## src/logic/sid_pkg.sv

```systemverilog
package sid_pkg;
	// timing
	localparam int SID_CLK_HZ = 20_000_000;
	localparam int SID_SETTLE_MS = 50;
	localparam int SID_SETTLE_CYC = SID_SETTLE_MS * (SID_CLK_HZ / 1000);
	localparam int SID_CNT_W = 24;

	// register map, byte addresses
	localparam int SID_AW = 8;
	localparam logic [7:0] SID_CTRL_OFS = 8'h00;
	localparam logic [7:0] SID_STAT_OFS = 8'h04;
	localparam logic [7:0] SID_IST_OFS = 8'h08;
	localparam logic [7:0] SID_ICLR_OFS = 8'h0c;
	localparam logic [7:0] SID_IEN_OFS = 8'h10;

	// control fields
	localparam int SID_CTRL_MODE_LSB = 0;
	localparam int SID_MODE_W = 2;
	localparam int SID_CTRL_BYPASS = 2;
	localparam int SID_CTRL_SRC = 3;
	localparam logic [1:0] SID_MODE_POS = 2'h0;
	localparam logic [1:0] SID_MODE_SPEED = 2'h1;
	localparam logic [1:0] SID_MODE_RST = SID_MODE_POS;

	// status fields
	localparam int SID_STAT_FSM_LSB = 0;
	localparam int SID_STAT_ALARM = 4;
	localparam int SID_STAT_UV = 5;
	localparam int SID_STAT_OC = 6;
	localparam int SID_STAT_PIN_LSB = 8;

	// interrupt bits
	localparam int SID_IRQ_ALARM = 0;
	localparam int SID_IRQ_FAULT = 1;
	localparam int SID_IRQ_LIMIT = 2;
	localparam int SID_IRQ_READY = 3;
	localparam int SID_NIRQ = 4;

	typedef enum logic [3:0] {
		SID_OFF = 4'h1,
		SID_SETTLE = 4'h2,
		SID_RUN = 4'h4,
		SID_FAULT = 4'h8
	} sid_fsm_t;

	typedef struct packed {
		logic oc_fb;
		logic serv_en;
		logic alarm_clr;
		logic ccw_lim;
		logic cw_lim;
		logic sel_a;
		logic sel_b;
		logic enc_a;
		logic enc_b;
		logic enc_z;
	} sid_pin_t;

	localparam int SID_NPIN = $bits(sid_pin_t);

	typedef struct packed {
		logic drive_en;
		logic motor_free;
		logic ccw_ok;
		logic cw_ok;
		logic spd_int;
		logic [1:0] spd_idx;
		logic zero_clamp;
		logic dev_clr;
	} sid_drv_t;

	localparam sid_drv_t SID_DRV_RST = '{motor_free: 1'b1, default: '0};
endpackage : sid_pkg

```

## src/logic/sid_decoder.sv

```systemverilog
// Operation
// - servo enable on turns the drive stage on.
// - servo enable off turns the drive off, motor free.
// - alarm clear on resets the latched alarm; off does nothing.
// - alarm clear never clears undervoltage or overcurrent; only restart does.
// - ccw limit on permits ccw motion, off forbids it.
// - cw limit on permits cw motion, off forbids it.
// - limit bypass set ignores both limits, both directions allowed.
// - speed mode with internal source makes selectors pick internal speed.
// - selectors off/off 1, a 2, b 3, both 4.
// - position mode turns selector a into deviation counter clear.
// - counter clear on resets deviation counter, off holds it.
// - speed mode with external source makes selector a the zero clamp.
// - clamp on forces speed zero, off uses analog speed input.
// - encoder A, B, index repeated on differential outputs.
// - index also given on an open-collector output.
//
// Our own choices: the register offsets and the APB register port.
module sid_decoder
	import sid_pkg::*;
#(
	parameter int SETTLE_CYCLES = SID_SETTLE_CYC
) (
	// clock and reset
	input wire logic clk_sys,
	input wire logic reset_n,
	// apb slave
	input wire logic psel,
	input wire logic penable,
	input wire logic pwrite,
	input wire logic [SID_AW-1:0] paddr,
	input wire logic [31:0] pwdata,
	output logic pready,
	output logic [31:0] prdata,
	output logic pslverr,
	output logic irq,
	// control pins
	input wire logic servo_enable_in,
	input wire logic alarm_clear_in,
	input wire logic ccw_limit_in,
	input wire logic cw_limit_in,
	input wire logic speed_select_a,
	input wire logic speed_select_b,
	// motor encoder
	input wire logic enc_a_in,
	input wire logic enc_b_in,
	input wire logic enc_z_in,
	// encoder repeat
	output logic enc_out_a,
	output logic enc_out_a_n,
	output logic enc_out_b,
	output logic enc_out_b_n,
	output logic enc_out_index,
	output logic enc_out_index_n,
	input wire logic enc_index_open_collector_i,
	output logic enc_index_open_collector_o,
	output logic enc_index_open_collector_oe_n,
	// drive core
	input wire logic alarm_event,
	input wire logic undervoltage_fault,
	input wire logic overcurrent_fault,
	output sid_drv_t drive_cmd,
	output logic alarm_active
);

	typedef struct packed {
		sid_pin_t s1;
		sid_pin_t s2;
		sid_pin_t s3;
		sid_pin_t filt;
		sid_fsm_t fsm;
		logic [SID_CNT_W-1:0] cnt;
		logic [SID_MODE_W-1:0] mode;
		logic bypass;
		logic src;
		logic alarm;
		logic uv;
		logic oc;
		logic alarm_o;
		logic [SID_NIRQ-1:0] ist;
		logic [SID_NIRQ-1:0] ien;
		logic irq;
		sid_drv_t drv;
		logic [2:0] enc_p;
		logic [2:0] enc_n;
		logic oc_out;
		logic oc_oe_n;
		logic pready;
		logic pslverr;
		logic [31:0] prdata;
	} sid_st_t;

	localparam sid_st_t SID_ST_RST = '{
		fsm: SID_OFF,
		mode: SID_MODE_RST,
		drv: SID_DRV_RST,
		enc_n: 3'h7,
		oc_oe_n: 1'b1,
		default: '0
	};

	sid_st_t st;
	sid_st_t nx;
	sid_pin_t pin_raw;
	logic flt;
	logic setup;
	logic wr;
	logic [SID_NIRQ-1:0] ev;
	logic [31:0] rd;

	assign pin_raw = '{
		oc_fb: enc_index_open_collector_i,
		serv_en: servo_enable_in,
		alarm_clr: alarm_clear_in,
		ccw_lim: ccw_limit_in,
		cw_lim: cw_limit_in,
		sel_a: speed_select_a,
		sel_b: speed_select_b,
		enc_a: enc_a_in,
		enc_b: enc_b_in,
		enc_z: enc_z_in
	};

	always_comb begin
		nx = st;
		ev = '0;
		rd = '0;
		// three stages; a level is taken only once stages two and three agree
		nx.s1 = pin_raw;
		nx.s2 = st.s1;
		nx.s3 = st.s2;
		nx.filt = sid_pin_t'((st.s2 & st.s3) | (st.filt & (st.s2 | st.s3)));

		// new alarm wins over a clear arriving in the same cycle
		nx.alarm = alarm_event | (st.alarm & ~st.filt.alarm_clr);
		nx.uv = st.uv | undervoltage_fault;
		nx.oc = st.oc | overcurrent_fault;
		flt = nx.alarm | nx.uv | nx.oc;
		nx.alarm_o = flt;

		nx.cnt = '0;
		case (st.fsm)
			SID_OFF, SID_FAULT: begin
				nx.fsm = st.filt.serv_en ? SID_SETTLE : SID_OFF;
			end
			SID_SETTLE: begin
				// drive is on here; run is flagged once the command hold-off has passed
				if (!st.filt.serv_en) begin
					nx.fsm = SID_OFF;
				end else if (st.cnt == SID_CNT_W'(SETTLE_CYCLES - 1)) begin
					nx.fsm = SID_RUN;
					ev[SID_IRQ_READY] = 1'b1;
				end else begin
					nx.cnt = st.cnt + 1'b1;
				end
			end
			SID_RUN: begin
				if (!st.filt.serv_en) begin
					nx.fsm = SID_OFF;
				end
			end
			default: begin
				nx.fsm = SID_OFF;
			end
		endcase
		// any latched alarm or fault drops the drive stage
		if (flt) begin
			nx.fsm = SID_FAULT;
		end

		nx.drv.drive_en = (nx.fsm == SID_SETTLE) || (nx.fsm == SID_RUN);
		nx.drv.motor_free = ~nx.drv.drive_en;
		nx.drv.ccw_ok = st.bypass | st.filt.ccw_lim;
		nx.drv.cw_ok = st.bypass | st.filt.cw_lim;
		nx.drv.spd_int = 1'b0;
		nx.drv.spd_idx = 2'h0;
		nx.drv.zero_clamp = 1'b0;
		nx.drv.dev_clr = 1'b0;
		case (st.mode)
			SID_MODE_POS: begin
				nx.drv.dev_clr = st.filt.sel_a;
			end
			SID_MODE_SPEED: begin
				if (!st.src) begin
					nx.drv.spd_int = 1'b1;
					nx.drv.spd_idx = {st.filt.sel_b, st.filt.sel_a};
				end else begin
					nx.drv.zero_clamp = st.filt.sel_a;
				end
			end
			default: begin
			end
		endcase

		nx.enc_p = {st.filt.enc_z, st.filt.enc_b, st.filt.enc_a};
		nx.enc_n = ~nx.enc_p;
		// pulled low while the index is high, released otherwise
		nx.oc_out = 1'b0;
		nx.oc_oe_n = ~st.filt.enc_z;

		ev[SID_IRQ_ALARM] = nx.alarm & ~st.alarm;
		ev[SID_IRQ_FAULT] = (nx.uv & ~st.uv) | (nx.oc & ~st.oc);
		ev[SID_IRQ_LIMIT] = st.drv.drive_en & ((st.drv.ccw_ok & ~nx.drv.ccw_ok) | (st.drv.cw_ok & ~nx.drv.cw_ok));

		// apb: answer registered in setup, write committed at the access edge
		setup = psel & ~penable;
		wr = psel & penable & st.pready & pwrite;
		if (wr && paddr == SID_CTRL_OFS) begin
			nx.mode = pwdata[SID_CTRL_MODE_LSB +: SID_MODE_W];
			nx.bypass = pwdata[SID_CTRL_BYPASS];
			nx.src = pwdata[SID_CTRL_SRC];
		end
		if (wr && paddr == SID_IEN_OFS) begin
			nx.ien = pwdata[SID_NIRQ-1:0];
		end
		if (wr && paddr == SID_ICLR_OFS) begin
			nx.ist = st.ist & ~pwdata[SID_NIRQ-1:0];
		end
		nx.ist = nx.ist | ev;
		nx.irq = |(nx.ist & nx.ien);

		nx.pready = setup;
		nx.pslverr = 1'b0;
		case (paddr)
			SID_CTRL_OFS: begin
				rd[SID_CTRL_MODE_LSB +: SID_MODE_W] = st.mode;
				rd[SID_CTRL_BYPASS] = st.bypass;
				rd[SID_CTRL_SRC] = st.src;
			end
			SID_STAT_OFS: begin
				rd[SID_STAT_FSM_LSB +: $bits(sid_fsm_t)] = st.fsm;
				rd[SID_STAT_ALARM] = st.alarm;
				rd[SID_STAT_UV] = st.uv;
				rd[SID_STAT_OC] = st.oc;
				rd[SID_STAT_PIN_LSB +: SID_NPIN] = st.filt;
			end
			SID_IST_OFS: begin
				rd[SID_NIRQ-1:0] = st.ist;
			end
			SID_IEN_OFS: begin
				rd[SID_NIRQ-1:0] = st.ien;
			end
			SID_ICLR_OFS: begin
			end
			default: begin
				nx.pslverr = setup;
			end
		endcase
		nx.prdata = setup ? rd : '0;
	end

	always_ff @(posedge clk_sys or negedge reset_n) begin
		if (!reset_n) begin
			st <= SID_ST_RST;
		end else begin
			st <= nx;
		end
	end

	assign pready = st.pready;
	assign prdata = st.prdata;
	assign pslverr = st.pslverr;
	assign irq = st.irq;
	assign drive_cmd = st.drv;
	assign alarm_active = st.alarm_o;
	assign enc_out_a = st.enc_p[0];
	assign enc_out_b = st.enc_p[1];
	assign enc_out_index = st.enc_p[2];
	assign enc_out_a_n = st.enc_n[0];
	assign enc_out_b_n = st.enc_n[1];
	assign enc_out_index_n = st.enc_n[2];
	assign enc_index_open_collector_o = st.oc_out;
	assign enc_index_open_collector_oe_n = st.oc_oe_n;
endmodule : sid_decoder

```

## config.mk

```make
export PLATFORM = sky130hd
export DESIGN_NAME = sid_decoder
export DESIGN_NICKNAME = d
export VERILOG_FILES = /design/src/logic/sid_pkg.sv /design/src/logic/sid_decoder.sv
export SDC_FILE = /design/constraint.sdc
export NUM_CORES = 1
export LEC_CHECK = 0
export ABC_CLOCK_PERIOD_IN_PS = 2300
export BUFFER_PORTS_ARGS = -buffer_cell sky130_fd_sc_hd__buf_2
export CORE_MARGIN = 2
export CORE_UTILIZATION = 53
export CTS_CLUSTER_SIZE = 25
export DETAILED_ROUTE_END_ITERATION = 10
export MAX_ROUTING_LAYER = met4
export PLACE_DENSITY = 0.79
export SYNTH_ARGS = -nofsm -noshare
export SYNTH_HDL_FRONTEND = slang
export SYNTH_SLANG_ARGS = --single-unit
```

## constraint.sdc

```tcl
create_clock -name clk_sys -period 2.3 [get_ports clk_sys]
set_input_delay 0.23 -clock clk_sys [delete_from_list [all_inputs] [get_ports clk_sys]]
set_output_delay 0.23 -clock clk_sys [all_outputs]
set_load 0.05 [all_outputs]
```

==> run summary, run 1 <==
status: finished clean
Die Y: 98.4 um
clock transition at the registers of the reported paths: 0.06 ns
Ant. Diodes: 0
Synth Cell Area: 0.00473 mm2
Worst Path Required: 2.72 ns
Hold Slack: 0.0255 ns
worst vdd ir: 0.485 mV
Syn Area/Cell: 12.3 um2
Initial Util: 54.5%
All-Layer GR Usage: 19.3%
Levels on crit path: 5
initial antenna violation count: 0
Final Cycle Share: 83.8%
vias: 2978
vias in the first global route: 3042
met1 GRT Util: 22.5%
Synth-to-Final Area Change: 19.9%
met2 Use GR: 31.3%
DP HPWL: 5480 um
top post-synthesis cells by area: dfrtp_1 (60%), buf_4 (7.0%), nor2_1 (3.2%), dfstp_2 (2.8%), mux2_2 (2.4%)
initial drt markers: 149
CP max stage cell: dfrtp_1
Seq cells post-synth: 119
Sum Neg Setup Slack: 0 ns
first-pass GRT wire length: 14200 um
cell family with most CP delay: simple AND/OR/NAND/NOR gates
Setup Viol. Count Final: 0
area share of the largest cell type after synthesis: 60.3%
Slew HR: 20.7%
Clock Tree Root: clkbuf_8
cell accounting for the most synthesized area: dfrtp_1
RSZ-0062 raised after global routing: false
sequential share of the synthesized area: 63.1%
pin count of the biggest net entering global routing: 53
critical path launch point type: flop
CP endpoint kind: flop
leakage: 0.00267 uW
TritonRoute pass-1 iters: 4
Ports: 111
M3 GR Usage: 5.74%
Most used DFF post-synth: dfrtp_1
FP Rows: 34
grt ovf: 0
worst-skew pair later-pin latency: 0.51 ns
most frequent cell after synthesis: dfrtp_1
fin crit period: 1.93 ns
fmax: 519 MHz
core area: 0.00868 mm2
WHS Path Cells: 2
die area: 0.00969 mm2
worst path bufs/invs: 0
crit-path cells: nor4b_1 > nand2_1 > or3_4 > or3b_1 > a21oi_1
most used routing layer: met2
CP max stage delay: 0.43 ns
Post-CTS Repair Setup Buffers: 0
FF-to-FF path depth: 5
Sink Count: 119
CTS Buf Count: 17
Slew Viols, Final: 0
Die Width: 98.4 um
Max Cap Violations: 0
WL/cell: 15.1 um
layout cells sized above 1: 27.0%
port bufs: 66
Power per Cell Area: 878 mW/mm2
endpoints failing hold: 0
Unique masters post-synth: 46
Worst EP arrival: 2.35 ns
H-tree levels: 4
Max FO, Critical Path: 4
vias per inst: 5.19
Total Wirelength: 8680 um
Final nets: 512
Worst Tran Pin Value: 1.19 ns
worst hold path class: in2reg
Antenna Nets Post-Route: 0
DRC violations left: 0
clock buffer depth: 2
number of synthesized flops with an enable pin: 0
Post-synth top cells: dfrtp_1 (114), buf_4 (44), nor2_1 (40), inv_1 (17), and3_1 (16)
Critical Setup Path Class: reg2reg
Max Clock Skew: 0.00595 ns
TritonCTS clock tree: yes
fraction of registers with async set/reset: 100%
routability cong.: 0.861
cells after synthesis: 383
Syn. warnings: 0
==> final timing paths <==
path                                end      start  slack (ns)
setup / recovery                 st[94]     st[80]        0.37
hold / removal                   st[67]  pwdata[1]        0.03
setup reg to reg                 st[94]     st[80]        0.37
hold reg to reg                 nx[110]    nx[120]        0.35
max in group asynchronous  drive_cmd[7]    reset_n        1.33
min in group asynchronous     prdata[9]    reset_n        0.30
==> layer usage <==
metal | vias up | wire length (um)
li1 | 1381 | -
met1 | 1486 | 3670
met2 | 93 | 4420
met3 | 18 | 422
met4 | 0 | 170
met5 | - | 0
==> layout by cell type (no fill, tap or decap), drive strengths merged, types with 11 or more instances in the layout <==
cell,instances
conb,16
xnor2,12
and3,17
dlygate4sd3,15
buf,71
nor2,40
inv,23
xor2,11
nand2,14
clkbuf,18
dfrtp,114
==> final cells by class <==
type	instances	area (um2)
clock buffers	18	428
clock inverters	14	138
fillers	628	3010
inverters	17	63.8
multi-input cells	212	1370
flip-flops and latches	119	2980
well taps	108	135
repair buffers	86	546
==> logic make-up after synthesis <==
kind of cell / after synthesis / share of synthesized area [%]
flops: 119 / 63.1
mux: 10 / 2.38
compound gates: 24 / 3.73
other cells: 1 / 0.0793
xor+xnor: 23 / 4.26
buf+inv: 67 / 9.05
simple gates: 128 / 15.0
fa+ha+maj: 11 / 2.38
==> worst reg2reg max path: cells and delay by family (launching register included) <==
family             cells  cell delay [ns]
DFF                    1             0.43
and+or+nand+nor        4             1.26
AOI/OAI and AO/OA      1             0.15
==> stage by stage <==
stage	instances	power, uW	worst slack, ns	utilization (%)	area, um2
finish	574	4980	0.374	65.3	5670
global route	574	5150	0.294	65.3	5670
CTS	574	5020	0.382	65.3	5670
detailed placement	527	2530	0.332	57.0	4950
global placement	527	2520	0.362	57.0	4950
floorplan	398	2440	0.306	-	4780
==> what timing repair did <==
item,4_1_cts,5_1_grt
resized for setup,0,0
hold buffers,15,0
hold endpoints to repair,63,0
==> registers in the layout (all words and copies together) (netlist names) <==
register / count
alarm_active: 1
enc_out_a_n: 1
prdata: 17
enc_out_index: 1
irq: 1
st: 60
enc_out_b_n: 1
pready: 1
nx: 23
drive_cmd: 9
pslverr: 1
enc_out_b: 1
enc_out_index_n: 1
enc_out_a: 1
==> power breakdown <==
| part | switching (uW) | internal, uW |
|---|---|---|
| logic | 224 | 87.2 |
| clock network | 981 | 1480 |
| registers | 35.6 | 2160 |
| total | 1240 | 3730 |
Note: power is estimated with default switching activity, not from simulation.
==> run 2, diff against run 1 <==
ABC_CLOCK_PERIOD_IN_PS = 1850   (was 2300)
clock period = 1.85 ns   (was 2.3 ns; I/O delays follow)
==> run 2 against run 1 <==
  * The run now ends with setup timing left
  * Count of clock-buffer cells in the layout up 1
  * Fmax up 3.9%
  * Power up 27%
  * Critical endpoint unchanged
  * Largest power group unchanged
  * Highest routed layer unchanged
==> run summary, run 2 (synthesis results as in run 1) <==
status: complete, but fails checks
failing checks: setup timing
FP Rows: 34 (unchanged)
TritonRoute pass-1 iters: 8 (+4)
Clock Tree Root: clkbuf_8
CP endpoint kind: flop
grt ovf: 0 (unchanged)
Max Clock Skew: 0.0118 ns (+0.00585 ns)
crit-path cells: nor4_1 > nand3_1 > or3_4 > or3b_1 > a21oi_1
Critical Setup Path Class: reg2reg
Setup Viol. Count Final: 1 (+1)
Ant. Diodes: 0 (unchanged)
Ports: 111 (unchanged)
Worst EP arrival: 2.29 ns (-0.06 ns)
CP max stage delay: 0.41 ns (-0.02 ns)
max reg flops: 60 (unchanged)
fillers: 581 (-7.5%)
Critical Path End: st[94]
vias in the first global route: 3201 (+5.2%)
endpoints failing hold: 0 (unchanged)
initial drt markers: 242 (+62%)
CP max stage cell: dfrtp_1
CTS Buf Count: 17 (unchanged)
Sum Neg Setup Slack: -0.00353 ns (-0.00353 ns)
Die Width: 98.4 um (unchanged)
fmax: 540 MHz (+3.9%)
FF-to-FF path depth: 5 (unchanged)
RSZ-0062 raised after global routing: true
crit path from: st[75]
die area: 0.00969 mm2 (unchanged)
TritonCTS clock tree: yes
Final nets: 534 (+4.3%)
vias per inst: 5.19 (about the same)
critical path launch point type: flop
H-tree levels: 4 (unchanged)
RR Endpoint: st[94]
Worst Tran Pin Value: 1.22 ns (+0.0305 ns)
pin count of the biggest net entering global routing: 45 (-15%)
core area: 0.00868 mm2 (unchanged)
commonest non-fill, non-tap cell in the layout: dfrtp_1
Die Y: 98.4 um (unchanged)
Sink Count: 119 (unchanged)
Slew HR: 18.7% (-2.0 points)
Max Cap Violations: 0 (unchanged)
Largest Register: st
commonest cells after routing, fill and taps aside: dfrtp_1 (113), buf_2 (65), nor2_1 (40), buf_4 (22), dlygate4sd3_1 (18)
Slew Viols, Final: 0 (unchanged)
WL/cell: 15.7 um (+3.5%)
Power per Cell Area: 1080 mW/mm2 (+23%)
Antenna Nets Post-Route: 0 (unchanged)
worst vdd ir: 0.552 mV (+14%)
leakage: 0.00280 uW (+5.0%)
first-pass GRT wire length: 15400 um (+8.4%)
Max FO, Critical Path: 4 (unchanged)
Levels on crit path: 5 (unchanged)
Initial Util: 54.5% (unchanged)
initial antenna violation count: 0 (unchanged)
Reg-to-Reg Start: st[75]
clock buffer depth: 2 (unchanged)
WHS Path Cells: 3 (+1)
Synth-to-Final Area Change: 24.5%
Worst Path Required: 2.29 ns (-0.43 ns)
DRC violations left: 0 (unchanged)
worst-skew pair later-pin latency: 0.52 ns (about the same)
fin crit period: 1.85 ns (-0.0728 ns)
routability cong.: 0.832 (-3.4%)
vias: 3094 (+3.9%)
Worst R2R Setup Slack: -0.004 ns (-0.38 ns)
layout cells sized above 1: 30.3% (+3.3 points)
cell family with most CP delay: simple AND/OR/NAND/NOR gates
DP HPWL: 5710 um (+4.3%)
clock transition at the registers of the reported paths: 0.06 ns (about the same)
Final Core Density: 67.8% (+2.5 points)
worst path bufs/invs: 0 (unchanged)
post-route worst setup slack: -0.00353 ns (-0.377 ns)
Total Wirelength: 9330 um (+7.5%)
worst hold path class: in2reg
All-Layer GR Usage: 21.2% (+1.9 points)
Final Cycle Share: 100% (+16 points)
port bufs: 66 (unchanged)
-- run 2: changes by cell type in the layout (fill, tap and decap cells not counted), sizes merged --
cell / delta
bufinv: +1
buf: +19
inv: -3
clkinvlp: -1
clkinv: +2
dlygate4sd3: +3
clkbuf: +1
-- run 2: layer usage --
metal	GRT usage (%)	wire, um
met3	6.24	523
met2	33.0	4660
met1	26.0	3990
met4	8.96	162
met5	-	0
-- run 2: power breakdown --
| part | internal [uW] | total [uW] | switching [uW] |
|---|---|---|---|
| registers | 2690 | 2740 | 43.7 |
| logic | 118 | 404 | 286 |
| clock network | 2000 | 3200 | 1200 |
-- run 2: tightest hold or removal path, cell delays in order --
cell and delay (ns):
buf_2 0.11, o21a_1 0.11, o21a_1 0.10
-- run 2: metrics by stage --
stage	power (uW)	instances	worst slack, ns	hold slack (ns)	instance area [um2]
after floorplan	3040	398	0.00618	-0.111	4790
after global placement	3140	543	-0.00623	0.181	5090
after detailed placement	3150	543	-0.0787	0.191	5090
after CTS	6370	594	0.0131	0.0169	5870
after global routing	6530	596	-0.0487	0.0372	5880
final	6340	596	-0.00353	0.0330	5880
-- run 2: cell type report --
class                   count  area, um2  area share [%]
inverters                  17       63.8            1.08
well taps                 108        135            2.30
clock inverters            13        146            2.49
clock buffers              19        442            7.51
multi-input cells         212       1380            23.5
flip-flops and latches    119       2990            50.7
repair buffers            108        731            12.4
-- run 2: worst min path at each step --
stage	start	endpoint	slack, ns
2_1_floorplan	reset_n	alarm_active	-0.11
3_3_place_gp	reset_n	st[108]	0.18
3_5_place_dp	reset_n	nx[108]	0.19
4_1_cts	paddr[2]	pslverr	0.02
5_1_grt	paddr[2]	pslverr	0.04
6_report	paddr[2]	pslverr	0.03
-- run 2: timing repair --
item | CTS | global route
gates resized for setup | 1 | 1
pin swaps | 2 | 3
endpoints found under the setup margin | 2 | 5
endpoints found under the hold margin | 62 | 0
cloned | 0 | 0
buffers inserted | 1 | 2
hold buffers | 18 | 0
==> run 3, diff against run 2 <==
ABC_CLOCK_PERIOD_IN_PS = 1800   (was 1850)
CORE_ASPECT_RATIO = 1.4   (was not set)
clock period = 1.8 ns   (was 1.85 ns; I/O delays follow)
==> run 3 against run 2 <==
  * The flow still finishes with violations (setup timing)
  * Sequential power is 3% higher
  * Largest cell class unchanged
  * Critical path depth is 1 higher
  * Die area is 0.11% higher
  * Critical path type unchanged
  * Design area is 0.36% lower
==> run summary, run 3 (synthesis results as in run 1) <==
status: complete, but fails checks
failing checks: setup timing
Slew HR: 25.6% (+7.0 points)
All-Layer GR Usage: 21.2% (+0.039 points)
worst-skew pair later-pin latency: 0.40 ns (-0.12 ns)
Max Clock Skew: 0.00456 ns (-0.00724 ns)
routability cong.: 0.891 (+7.2%)
CP max stage cell: dfrtp_2
commonest cells after routing, fill and taps aside: dfrtp_1 (111), buf_2 (65), nor2_1 (40), buf_4 (25)
Worst Path Required: 2.08 ns (-0.21 ns)
CTS Buf Count: 17 (unchanged)
Ports: 111 (unchanged)
Total Wirelength: 9360 um (+0.26%)
Power per Cell Area: 1070 mW/mm2 (-0.49%)
clock buffer depth: 2 (unchanged)
Clock Tree Root: clkbuf_16
Levels on crit path: 6 (+1)
endpoints failing hold: 0 (unchanged)
FF-to-FF path depth: 6 (+1)
cell family with most CP delay: compound AO/OA/AOI/OAI gates
worst vdd ir: 0.660 mV (+19%)
Ant. Diodes: 0 (unchanged)
max reg flops: 60 (unchanged)
CP max stage delay: 0.35 ns (-0.06 ns)
crit-path cells: and4_4 > buf_4 > nand4_4 > mux2_4 > a22o_1 > a221o_1
port bufs: 66 (unchanged)
core area: 0.00861 mm2 (-0.81%)
worst hold path class: in2reg
Worst Tran Pin Value: 1.11 ns (-0.105 ns)
Final nets: 533 (-0.19%)
vias: 3140 (+1.5%)
Placed Cells: 542 (-0.18%)
TritonCTS clock tree: yes
fin crit period: 1.81 ns (-0.0456 ns)
Max Cap Violations: 0 (unchanged)
WHS Path Cells: 2 (-1)
CP endpoint kind: flop
initial drt markers: 236 (-2.5%)
DP HPWL: 5950 um (+4.1%)
TritonRoute pass-1 iters: 5 (-3)
initial antenna violation count: 0 (unchanged)
Die Y: 116 um (+18%)
Largest Register: st
layout cells sized above 1: 31.6% (+1.3 points)
vias per inst: 5.30 (+2.2%)
Final Cycle Share: 100% (+0.25 points)
first-pass GRT wire length: 15300 um (-0.76%)
Sum Neg Setup Slack: -0.00793 ns (-0.00439 ns)
Max FO, Critical Path: 3 (-1)
Synth-to-Final Area Change: 24.0%
die area: 0.00970 mm2 (+0.11%)
commonest non-fill, non-tap cell in the layout: dfrtp_1
WL/cell: 15.8 um (+0.93%)
worst path bufs/invs: 1 (+1)
Slew Viols, Final: 0 (unchanged)
DRC violations left: 0 (unchanged)
Worst EP arrival: 2.08 ns (-0.21 ns)
Antenna Nets Post-Route: 0 (unchanged)
Setup Viol. Count Final: 1 (unchanged)
clock transition at the registers of the reported paths: 0.05 ns (about the same)
Die Width: 83.8 um (-15%)
RSZ-0062 raised after global routing: true
H-tree levels: 4 (unchanged)
Critical Setup Path Class: reg2reg
Initial Util: 54.9% (+0.44 points)
critical path launch point type: flop
fmax: 553 MHz (+2.5%)
pin count of the biggest net entering global routing: 39 (-13%)
post-route worst setup slack: -0.00793 ns (-0.00439 ns)
grt ovf: 0 (unchanged)
FP Rows: 40 (+18%)
Sink Count: 119 (unchanged)
Final Non-Filler Cells: 592 (-0.67%)
leakage: 0.00278 uW (-0.56%)
vias in the first global route: 3255 (+1.7%)
[run 3: cell count changes in the layout (fill, tap and decap cells not counted), sizes merged]
cell / before / now
clkbuf: 19 / 20
dlygate4sd3: 18 / 13
bufinv: 2 / 1
buf: 90 / 94
inv: 20 / 18
clkinvlp: 1 / 3
[run 3: worst paths after layout]
path                                 from         endpoint  slack (ns)
max in group asynchronous         reset_n  enc_out_index_n        0.88
min in group asynchronous         reset_n          nx[112]        0.31
worst max-delay path               pready              irq      -0.008
worst max register to register     pready              irq      -0.008
worst min-delay path            pwdata[1]           st[67]        0.03
worst min register to register    nx[122]          nx[112]        0.34
[run 3: final cells by class]
| type | count | area [um2] |
|---|---|---|
| Multi-Input combinational cell | 212 | 1410 |
| Sequential cell | 119 | 2990 |
| Clock buffer | 20 | 447 |
| Inverter | 17 | 63.8 |
| Clock inverter | 12 | 104 |
| Fill cell | 608 | 2750 |
| Tap cell | 105 | 131 |
| Timing Repair Buffer | 107 | 723 |
[run 3: power by group]
part | total (uW) | switching (uW) | internal [uW]
clock | 3060 | 1140 | 1920
combinational | 402 | 288 | 114
sequential | 2820 | 48.2 | 2770
[run 3: worst register-to-register path, delay by kind of cell, from the launching register on]
| kind | cells | cell delay (ns) |
|---|---|---|
| AO/OA/AOI/OAI | 2 | 0.54 |
| flip-flops | 1 | 0.35 |
| multiplexers | 1 | 0.35 |
| AND/OR/NAND/NOR | 2 | 0.33 |
| buffers and inverters | 1 | 0.12 |
[run 3: what timing repair did]
action | CTS | global route
setup buffers | 2 | 3
setup endpoints to repair | 2 | 2
pin swaps | 3 | 6
hold endpoints to repair | 45 | 0
resized for setup | 3 | 5
hold buffers | 13 | 0
[run 3: routing by layer]
layer  GRT usage (%)  routed length, um  vias up
li1                -                  -     1429
met1            22.2               3440     1577
met2            36.1               5130      108
met3            7.26                500       26
met4            9.89                289        0
met5               -                  0        -
[run 3: stage by stage]
| stage | total power, uW | hold slack, ns | util, % | setup slack (ns) | instance area (um2) |
|---|---|---|---|---|---|
| 2_1_floorplan | 3120 | -0.116 | - | 0.00102 | 4790 |
| 3_3_place_gp | 3230 | 0.183 | 59.4 | -0.0661 | 5110 |
| 3_5_place_dp | 3240 | 0.185 | 59.4 | -0.0911 | 5110 |
| 4_1_cts | 6330 | 0.0167 | 67.7 | 0.00427 | 5820 |
| 5_1_grt | 6520 | 0.0319 | 68.1 | -0.0754 | 5860 |
| 6_report | 6280 | 0.0272 | 68.1 | -0.00793 | 5860 |
